[src/design/fpz_pkg.sv]
// constants shared by the fan duty and zone limit block
package fpz_pkg;

  localparam int FPZ_ZONES = 3;

  // host-visible zone limit registers
  localparam logic [7:0] FPZ_LIMIT_OFS [FPZ_ZONES] = '{8'h67, 8'h68, 8'h69};
  localparam logic [7:0] FPZ_LIMIT_RST = 8'h5a;
  localparam logic [7:0] FPZ_RDATA_UNMAPPED = 8'h00;

  localparam logic [7:0] FPZ_DUTY_OFF = 8'h00;
  localparam logic [7:0] FPZ_DUTY_FULL = 8'hff;
  // low band: 255 steps per period, so 8'hff gives a steady high
  localparam logic [7:0] FPZ_LO_STEPS = 8'hff;

  // high band step rate is the same for every frequency: f * levels
  localparam int FPZ_CLK_HZ = 250000000;
  localparam int FPZ_HI_STEP_HZ = 360000;
  localparam int FPZ_HI_STEP_CYC = FPZ_CLK_HZ / FPZ_HI_STEP_HZ;

  // nonzero duty levels per high band frequency code
  localparam logic [4:0] FPZ_HI_LEVELS [8] = '{5'h10, 5'h0f, 5'h0e, 5'h0e,
                                               5'h0d, 5'h0d, 5'h0c, 5'h0c};
  localparam logic [2:0] FPZ_HI_GROUP [8] = '{3'h0, 3'h1, 3'h2, 3'h2,
                                              3'h3, 3'h3, 3'h4, 3'h4};
  // first value of levels 2..n; 9'h100 is never reached
  localparam logic [8:0] FPZ_QSTEP [5][15] = '{
    '{9'h010, 9'h020, 9'h030, 9'h040, 9'h050, 9'h060, 9'h070, 9'h080,
      9'h090, 9'h0a0, 9'h0b0, 9'h0c0, 9'h0d0, 9'h0e0, 9'h0f0},
    '{9'h011, 9'h022, 9'h033, 9'h044, 9'h055, 9'h066, 9'h077, 9'h089,
      9'h09a, 9'h0ab, 9'h0bc, 9'h0cd, 9'h0de, 9'h0ef, 9'h100},
    '{9'h012, 9'h025, 9'h037, 9'h049, 9'h05b, 9'h06e, 9'h080, 9'h092,
      9'h0a5, 9'h0b7, 9'h0c9, 9'h0db, 9'h0ee, 9'h100, 9'h100},
    '{9'h014, 9'h027, 9'h03b, 9'h04f, 9'h062, 9'h076, 9'h08a, 9'h09e,
      9'h0b1, 9'h0c5, 9'h0d9, 9'h0ec, 9'h100, 9'h100, 9'h100},
    '{9'h015, 9'h02b, 9'h040, 9'h055, 9'h06b, 9'h080, 9'h095, 9'h0ab,
      9'h0c0, 9'h0d5, 9'h0eb, 9'h100, 9'h100, 9'h100, 9'h100}};

  // ramp width in twelfths of a degree keeps 2.5, 3.33, 6.67 exact
  localparam logic [9:0] FPZ_RANGE_X12 [16] = '{
    10'h018, 10'h01e, 10'h028, 10'h030, 10'h03c, 10'h050, 10'h060, 10'h078,
    10'h0a0, 10'h0c0, 10'h0f0, 10'h140, 10'h180, 10'h1e0, 10'h280, 10'h3c0};
  localparam logic [12:0] FPZ_DEG_X12 = 13'h00c;

endpackage : fpz_pkg

[src/design/fpz_zone_if.sv]
// per-zone signals between the block top and a zone duty engine
`timescale 1ns/10ps
interface fpz_zone_if;
  logic [7:0] temp;
  logic [7:0] limit;
  logic [7:0] min_duty;
  logic [3:0] ramp_sel;
  logic [3:0] hyst;
  logic off_min;
  logic [7:0] duty;
  logic active;
  modport ctrl (output temp, limit, min_duty, ramp_sel, hyst, off_min,
                input duty, active);
  modport zone (input temp, limit, min_duty, ramp_sel, hyst, off_min,
                output duty, active);
endinterface : fpz_zone_if

[src/design/fpz_zone_duty.sv]
// one zone: limit compare, ramp, below-limit choice and hysteresis
`timescale 1ns/10ps
module fpz_zone_duty
  import fpz_pkg::*;
(
  input wire logic ref_clk,
  input wire logic reset_n,
  fpz_zone_if.zone zif
);

  typedef struct packed {
    logic [7:0] duty;
    logic active;
  } fpz_zone_s;

  fpz_zone_s st_ff;
  fpz_zone_s nxt_st;
  logic signed [8:0] diff;
  logic signed [8:0] hyst_neg;
  logic [9:0] span;
  logic [12:0] d12;
  logic [20:0] quo;

  assign diff = $signed({zif.temp[7], zif.temp}) -
                $signed({zif.limit[7], zif.limit});
  assign hyst_neg = -$signed({5'h00, zif.hyst});
  assign span = FPZ_RANGE_X12[zif.ramp_sel];
  assign d12 = 13'(diff[7:0]) * FPZ_DEG_X12;
  assign quo = (21'(FPZ_DUTY_FULL - zif.min_duty) * 21'(d12)) / 21'(span);

  always_comb begin
    nxt_st = st_ff;
    if (diff == 9'sh000) begin
      nxt_st.active = 1'b1;
      nxt_st.duty = zif.min_duty;
    end else if (diff > 9'sh000) begin
      nxt_st.active = 1'b1;
      if (d12 >= 13'(span)) begin
        nxt_st.duty = FPZ_DUTY_FULL;
      end else begin
        nxt_st.duty = zif.min_duty + quo[7:0];
      end
    end else if (st_ff.active && diff >= hyst_neg) begin
      nxt_st.duty = zif.min_duty;
    end else begin
      nxt_st.active = 1'b0;
      nxt_st.duty = zif.off_min ? zif.min_duty : FPZ_DUTY_OFF;
    end
  end

  always_ff @(posedge ref_clk or negedge reset_n) begin
    if (!reset_n) begin
      st_ff <= '0;
    end else begin
      st_ff <= nxt_st;
    end
  end

  assign zif.duty = st_ff.duty;
  assign zif.active = st_ff.active;

  chk_limit_min_duty: assert property (
    @(posedge ref_clk) disable iff (!reset_n)
    diff == 9'sh000 |=> st_ff.active && st_ff.duty == $past(zif.min_duty))
    else $error("duty at limit is not the minimum");
  chk_ramp_full: assert property (
    @(posedge ref_clk) disable iff (!reset_n)
    diff > 9'sh000 && d12 >= 13'(span) |=> st_ff.duty == FPZ_DUTY_FULL)
    else $error("duty not full beyond ramp span");
  chk_ramp_floor: assert property (
    @(posedge ref_clk) disable iff (!reset_n)
    diff > 9'sh000 |=> st_ff.duty >= $past(zif.min_duty))
    else $error("ramp duty fell below minimum");
  chk_below_off: assert property (
    @(posedge ref_clk) disable iff (!reset_n)
    !st_ff.active && diff < 9'sh000 && !zif.off_min
    |=> st_ff.duty == FPZ_DUTY_OFF && !st_ff.active)
    else $error("fan not off below limit");
  chk_hyst_hold: assert property (
    @(posedge ref_clk) disable iff (!reset_n)
    st_ff.active && diff < 9'sh000 && diff >= hyst_neg
    |=> st_ff.active && st_ff.duty == $past(zif.min_duty))
    else $error("fan left minimum inside hysteresis");

endmodule : fpz_zone_duty

[src/design/fpz_fan_ctrl.sv]
// zone limit registers, duty quantiser and pwm outputs for three fans
//
// Behaviour
// - high band coarsens duty; 0 off, top full
// - three zone limits reset to 90 degrees
// - fan switches on when temperature equals limit
// - above limit duty rises along the ramp
// - lock bit makes zone limits read-only
// - writes to locked limits are discarded
// - before start, default limit drives fan logic
// - limits are signed bytes, one degree each
// - zone limits sit at 67h, 68h, 69h
// - band select enables high band quantisation
// - minimum at limit, linear to full, then full
// - below limit select gives zero or minimum
// - minimum held until limit minus hysteresis
`timescale 1ns/10ps
module fpz_fan_ctrl
  import fpz_pkg::*;
#(
  // prescale per low band frequency code, 255 steps per period
  parameter logic [16:0] LO_DIV [8] = '{17'h17e95, 17'h0fef8, 17'h0a580,
                                        17'h07f7c, 17'h0645b, 17'h05161,
                                        17'h03e64, 17'h028b0}
)(
  input wire logic ref_clk,
  input wire logic reset_n,
  input wire logic reg_wr,
  input wire logic reg_rd,
  input wire logic [7:0] reg_addr,
  input wire logic [7:0] reg_wdata,
  output logic [7:0] reg_rdata,
  input wire logic lock_bit,
  input wire logic start_bit,
  input wire logic pwm_band_select,
  input wire logic [2:0] pwm_freq_sel,
  input wire logic [2:0][7:0] zone_temp,
  input wire logic [2:0][7:0] min_duty,
  input wire logic [2:0][3:0] ramp_width_field,
  input wire logic [2:0][3:0] hyst_amount,
  input wire logic [2:0] off_min_sel,
  output logic [2:0] pwm_out
);

  typedef struct packed {
    logic [2:0][7:0] limit;
    logic [7:0] rdata;
    logic [16:0] div;
    logic [7:0] step;
    logic [2:0] pwm;
  } fpz_top_s;

  // f * levels is near 360 kHz for every high code, so one step time fits
  localparam logic [16:0] HI_DIV = 17'(FPZ_HI_STEP_CYC);

  fpz_top_s st_ff;
  fpz_top_s nxt_st;
  logic [2:0][7:0] zone_duty;
  logic [2:0][7:0] eff_limit;
  logic [16:0] div_top;
  logic [7:0] period;

  ////////////////////////////////////////////////////////////////////////
  // quantiser: count thresholds passed, zero stays zero

  function automatic logic [4:0] fpz_quant(input logic [7:0] duty,
                                           input logic [2:0] freq);
    logic [4:0] lvl;
    lvl = (duty != FPZ_DUTY_OFF) ? 5'h01 : 5'h00;
    for (int k = 0; k < 15; k++) begin
      if ({1'b0, duty} >= FPZ_QSTEP[FPZ_HI_GROUP[freq]][k]) begin
        lvl = lvl + 5'h01;
      end
    end
    return lvl;
  endfunction : fpz_quant

  ////////////////////////////////////////////////////////////////////////
  // zone engines

  generate
    for (genvar g = 0; g < FPZ_ZONES; g++) begin : g_zone
      fpz_zone_if zif();
      assign eff_limit[g] = start_bit ? st_ff.limit[g] : FPZ_LIMIT_RST;
      assign zif.limit = eff_limit[g];
      assign zif.temp = zone_temp[g];
      assign zif.min_duty = min_duty[g];
      assign zif.ramp_sel = ramp_width_field[g];
      assign zif.hyst = hyst_amount[g];
      assign zif.off_min = off_min_sel[g];
      assign zone_duty[g] = zif.duty;
      fpz_zone_duty u_zone (
        .ref_clk(ref_clk),
        .reset_n(reset_n),
        .zif(zif.zone)
      );

      // the engine must report on once temperature meets its limit
      chk_zone_on_limit: assert property (
        @(posedge ref_clk) disable iff (!reset_n)
        zone_temp[g] == eff_limit[g] |=> zif.active)
        else $error("zone not active at its limit");
    end
  endgenerate

  ////////////////////////////////////////////////////////////////////////
  // next state

  assign div_top = pwm_band_select ? HI_DIV : LO_DIV[pwm_freq_sel];
  assign period = pwm_band_select ? {3'h0, FPZ_HI_LEVELS[pwm_freq_sel]}
                                  : FPZ_LO_STEPS;

  always_comb begin
    nxt_st = st_ff;
    // step wraps at once if a frequency change shortened the period
    if (st_ff.step >= period) begin
      nxt_st.step = 8'h00;
      nxt_st.div = 17'h00000;
    end else if (st_ff.div >= div_top - 17'h00001) begin
      nxt_st.div = 17'h00000;
      nxt_st.step = (st_ff.step + 8'h01 >= period) ? 8'h00
                                                   : st_ff.step + 8'h01;
    end else begin
      nxt_st.div = st_ff.div + 17'h00001;
    end
    for (int i = 0; i < FPZ_ZONES; i++) begin
      if (reg_wr && reg_addr == FPZ_LIMIT_OFS[i]) begin
        if (!lock_bit) begin
          nxt_st.limit[i] = reg_wdata;
        end
      end
      if (pwm_band_select) begin
        nxt_st.pwm[i] = {3'h0, fpz_quant(zone_duty[i], pwm_freq_sel)} >
                        st_ff.step;
      end else begin
        nxt_st.pwm[i] = zone_duty[i] > st_ff.step;
      end
    end
    // stored value reads back even before start
    if (reg_rd) begin
      nxt_st.rdata = FPZ_RDATA_UNMAPPED;
      for (int i = 0; i < FPZ_ZONES; i++) begin
        if (reg_addr == FPZ_LIMIT_OFS[i]) begin
          nxt_st.rdata = st_ff.limit[i];
        end
      end
    end
  end

  always_ff @(posedge ref_clk or negedge reset_n) begin
    if (!reset_n) begin
      st_ff <= '{limit: {FPZ_ZONES{FPZ_LIMIT_RST}}, default: '0};
    end else begin
      st_ff <= nxt_st;
    end
  end

  assign reg_rdata = st_ff.rdata;
  assign pwm_out = st_ff.pwm;

  ////////////////////////////////////////////////////////////////////////
  // checks

  chk_locked_write: assert property (
    @(posedge ref_clk) disable iff (!reset_n)
    reg_wr && lock_bit |=> st_ff.limit == $past(st_ff.limit))
    else $error("locked limit register changed");
  chk_write_store: assert property (
    @(posedge ref_clk) disable iff (!reset_n)
    reg_wr && !lock_bit && reg_addr == 8'h68
    |=> st_ff.limit[1] == $past(reg_wdata))
    else $error("zone 2 limit write not stored");
  chk_start_default: assert property (
    @(posedge ref_clk) disable iff (!reset_n)
    !start_bit |-> eff_limit == {FPZ_ZONES{FPZ_LIMIT_RST}})
    else $error("stored limit used before start");
  chk_hi_zero_off: assert property (
    @(posedge ref_clk) disable iff (!reset_n)
    pwm_band_select && zone_duty[0] == FPZ_DUTY_OFF |=> !pwm_out[0])
    else $error("zero duty drove fan in high band");
  chk_hi_full_on: assert property (
    @(posedge ref_clk) disable iff (!reset_n)
    pwm_band_select && zone_duty[0] >= 8'hf0 && st_ff.step < period
    |=> pwm_out[0])
    else $error("top band not at full duty");
  chk_read_back: assert property (
    @(posedge ref_clk) disable iff (!reset_n)
    reg_rd && reg_addr == 8'h67 |=> reg_rdata == $past(st_ff.limit[0]))
    else $error("zone 1 limit read back wrong");
  chk_read_unmapped: assert property (
    @(posedge ref_clk) disable iff (!reset_n)
    reg_rd && reg_addr != FPZ_LIMIT_OFS[0] && reg_addr != FPZ_LIMIT_OFS[1]
    && reg_addr != FPZ_LIMIT_OFS[2] |=> reg_rdata == FPZ_RDATA_UNMAPPED)
    else $error("unmapped read did not return zero");
  // a shortened period may leave one stale step, wrapped next cycle
  chk_step_bound: assert property (
    @(posedge ref_clk) disable iff (!reset_n)
    period == $past(period) |-> st_ff.step < period)
    else $error("pwm step beyond its period");
  chk_lo_full_on: assert property (
    @(posedge ref_clk) disable iff (!reset_n)
    !pwm_band_select && zone_duty[0] == FPZ_DUTY_FULL && st_ff.step < period
    |=> pwm_out[0])
    else $error("full duty not steady high in low band");
  // code one: a duty of 10h is level one, high in step zero only
  chk_hi_level_one: assert property (
    @(posedge ref_clk) disable iff (!reset_n)
    pwm_band_select && pwm_freq_sel == 3'h1 && zone_duty[0] == 8'h10
    |=> pwm_out[0] == ($past(st_ff.step) == 8'h00))
    else $error("level one duty wrong at code one");

endmodule : fpz_fan_ctrl

[config.mk]
export PLATFORM = sky130hd
export DESIGN_NAME = fpz_fan_ctrl
export DESIGN_NICKNAME = d
export VERILOG_FILES = /design/src/design/fpz_pkg.sv /design/src/design/fpz_zone_if.sv /design/src/design/fpz_zone_duty.sv /design/src/design/fpz_fan_ctrl.sv
export SDC_FILE = /design/constraint.sdc
export NUM_CORES = 2
export LEC_CHECK = 0
export BUFFER_PORTS_ARGS = -buffer_cell sky130_fd_sc_hd__buf_2
export CAP_MARGIN = 20
export CORE_UTILIZATION = 40
export CTS_BUF_LIST = sky130_fd_sc_hd__clkbuf_2
export CTS_CLUSTER_DIAMETER = 200
export DETAILED_ROUTE_END_ITERATION = 6
export PLACE_DENSITY = 0.6
export SLEW_MARGIN = 20
export SYNTH_ARGS = -nofsm -noshare
export SYNTH_HDL_FRONTEND = slang
export SYNTH_SLANG_ARGS = --single-unit
[constraint.sdc]
create_clock -name ref_clk -period 60.7 [get_ports ref_clk]
set_input_delay 3.035 -clock ref_clk [delete_from_list [all_inputs] [get_ports ref_clk]]
set_output_delay 3.035 -clock ref_clk [all_outputs]
set_load 0.005 [all_outputs]
==> impl_results.md <==
* Status: finished clean
* Clk_lat worst skew at 0.90 ns
* Antenna viol nets, final at 0
* Post-synth EDFFs at 0
* Primary FF master, synth: dfrtp_1
* DRT Wirelength at 149000 µm
* Critical R2R Launch: st_ff[37]
* Hold WC Path Type: flip-flop to flip-flop
* Clock buffer depth at 2
* Clock Sinks at 87
* Final net count at 8323
* Synthesized net count at 8287
* Dominant cell type by area after synthesis: ha_1
* Grt ovf at 0
* Via count at 50100
* Number of max-cap violations at 0
* Cell area after synthesis at 52200 µm²
* Final Cell Area at 55100 µm²
* Crit share post-route at 0.927
* Hold Path Depth at 1
* Slew Viols, Final at 0
* RD Place Congestion at 0.890
* Crit-path max cell delay at 0.68 ns
* Crit path time final at 56.26 ns
* Post-synthesis async set-or-reset flop share at 1.00
* Hold_buf cts at 0
* Finish-stage setup viols at 0
* I/O pin count at 112
* Port bufs at 111
* Slew headroom at 0.287
* Fmax at 17.8 MHz
* Antenna violations before repair at 20
* Number of remaining DRC errors at 0
* Core box area at 129000 µm²
* Worst EP arrival at 57.01 ns
* Hold Violations, Final at 0
* Largest net degree at the start of global routing at 62
* Die Height at 363 µm
* Clock transition at path regs at 0.36 ns
* Yosys reg bits at 87
* Initial core utilization at 0.403
* GRT Total Usage at 0.222
* Sequential share of the synthesized area at 0.0420
* Share of cells above drive strength 1 at 0.0757
* Setup slack, reg-to-reg at 6.38 ns
* Top cell type's share of synthesized area at 0.268
* Hold Path End: st_ff[11]
* Avg Cell Area, Syn at 7.54 µm²
* Setup TNS at 0 ns
* R2R cell count at 244
* Global-route wire length before repair at 244000 µm
* Row count at 132
* Die span in x at 363 µm
* Dpl hpwl at 121000 µm
* Root Buffer: clkbuf_2
* Startpoint types: input port
* Setup Crit Path Kind: input port to flip-flop
* Critical Path Slowest Stage Cell: or4_4
* Total die area at 132000 µm²
* Vias/cell at 5.75
* Yosys cell types at 117
* Worst slew pin tran at 1.04 ns
* Cell family with most CP delay: compound AO/OA/AOI/OAI gates
* Average wire per standard cell at 17.2 µm
* CP most frequent cell: o21a_1
* Reg2reg end: g_zone[0].u_zone.zif.duty[7]
* Critical Path Fanout Max at 24
* H-tree Lvls at 3
* Cts bufs inserted at 9
* Number of global-route vias before repair at 47700
* YS warnings at 0
* Drt first pass iters at 6
* Crit path required time at 61.45 ns
* DRT iter0 DRCs at 3099
* Worst Clk Skew at 0.0652 ns
* Top post-synthesis cells by area: ha_1, fa_1, nor2_1, xnor2_1, a21oi_1
* Cell Area, Placed at 54700 µm²
* P&R area growth vs syn at 5.63%
* Crit. End Element: flip-flop
* TritonCTS clock tree: done
* Mapped Cells at 6918
* Hold Startpoint: st_ff[11]
* Crit path buf inv count at 7
## registers in the layout, indices dropped and copies added, names as in the netlist
| name | cells |
|---|---|
| st_ff | 49 |
| g_zone.u_zone.zif.duty | 24 |
| g_zone.u_zone.zif.active | 3 |
| reg_rdata | 8 |
| pwm_out | 3 |
## synth_stat cells (13+ instances only)
library cell / number
a211o_1: 25
a211oi_1: 54
a21boi_0: 22
a21o_1: 196
a21oi_1: 437
a221oi_1: 14
a311oi_1: 15
a31oi_1: 45
and2_1: 52
and3_1: 52
and4_1: 15
buf_2: 15
buf_4: 15
clkbuf_1: 109
dfrtp_1: 75
fa_1: 150
ha_1: 1118
inv_1: 436
mux2_2: 119
mux2i_1: 73
nand2_1: 481
nand2b_1: 221
nand3_1: 112
nand4_1: 64
nand4b_1: 14
nor2_1: 686
nor2b_1: 164
nor3_1: 291
nor3b_1: 13
nor4_1: 28
o211a_1: 14
o211ai_1: 56
o21a_1: 270
o21ai_0: 388
o21ai_1: 14
o21bai_1: 35
o22ai_1: 31
o31ai_1: 119
or2_2: 92
or3_1: 60
or4_1: 17
xnor2_1: 266
xor2_1: 141
## kinds of logic (layout without fill, tap and decap cells)
family / after synthesis / count (layout) / synth area share
simple gates: 2426 / 2426 / 0.231
compound gates: 1935 / 1935 / 0.247
fa+ha+maj: 1274 / 1274 / 0.327
buf+inv: 593 / 634 / 0.0443
xor+xnor: 407 / 407 / 0.0683
mux: 196 / 196 / 0.0407
flops: 87 / 87 / 0.0420
other cells: 0 / 7 / 0
## worst max path at each step
stage / start / endpoint / cells after the start
3_5_place_dp: start_bit / g_zone[0].u_zone.zif.duty[7] / 241
6_report: start_bit / g_zone[0].u_zone.zif.duty[7] / 244
3_3_place_gp: start_bit / g_zone[0].u_zone.zif.duty[7] / 238
5_1_grt: start_bit / g_zone[1].u_zone.zif.duty[7] / 244
2_1_floorplan: start_bit / g_zone[1].u_zone.zif.duty[7] / 246
4_1_cts: start_bit / g_zone[0].u_zone.zif.duty[7] / 239
## layout by cell type (no fill, tap or decap), drive strengths merged, types with 61 or more instances in the layout
cell | Yosys | layout
o21ai | 406 | 406
xnor2 | 266 | 266
inv | 444 | 446
nand2b | 221 | 221
buf | 39 | 172
o21a | 270 | 270
or3 | 61 | 61
nand2 | 483 | 483
mux2i | 73 | 73
a21oi | 441 | 441
mux2 | 123 | 123
o31ai | 120 | 120
nor3 | 292 | 292
or2 | 95 | 95
a21o | 196 | 196
dfrtp | 75 | 75
nand4 | 64 | 64
ha | 1118 | 1118
fa | 150 | 150
xor2 | 141 | 141
nand3 | 113 | 113
nor2b | 164 | 164
nor2 | 688 | 688
## stage by stage
step / hold WS, ns / setup slack, ns / std cells / utilization
after floorplan: 0.467 / 6.85 / 6918 / -
after global placement: 0.497 / -0.201 / 8678 / 0.423
after detailed placement: 0.509 / -0.0574 / 8678 / 0.423
after CTS: 0.537 / 0.593 / 8694 / 0.424
after global routing: 0.575 / -0.0133 / 8707 / 0.426
final: 0.523 / 4.44 / 8708 / 0.426
## what timing repair did
action / 4_1_cts / 5_1_grt
endpoints found under the setup margin: 0 / 23
buffers inserted: 0 / 7
endpoints found under the hold margin: 0 / 0
gates resized for setup: 0 / 52
## routing by layer
layer	vias to the layer above	routed length (µm)	part of all wire	global-route usage
li1	25300	-	-	-
met1	23700	74200	0.50	0.316
met2	940	66200	0.44	0.365
met3	137	7030	0.047	0.0216
met4	14	1940	0.013	0.0330
met5	-	82	0.00055	0
## layout make-up
cell class	count	area [µm²]
Clock buffer	10	50.0
Multi-Input combinational cell	6238	47900
Inverter	445	1680
Antenna cell	7	17.5
Tap cell	1742	2180
Fill cell	13400	74400
Clock inverter	6	70.1
Sequential cell	87	2190
Timing Repair Buffer	173	1030
## worst reg2reg max path, delay by kind of cell (launching register included)
kind	cells	cell delay (ns)
compound gates	141	30.05
simple gates	61	12.30
fa+ha+maj	29	9.46
xor+xnor	4	0.81
buf+inv	7	0.66
flops	1	0.61
mux	2	0.31
Power is not shown: default switching activity piles up to over one toggle a cycle in this logic, so the estimate is an artifact.
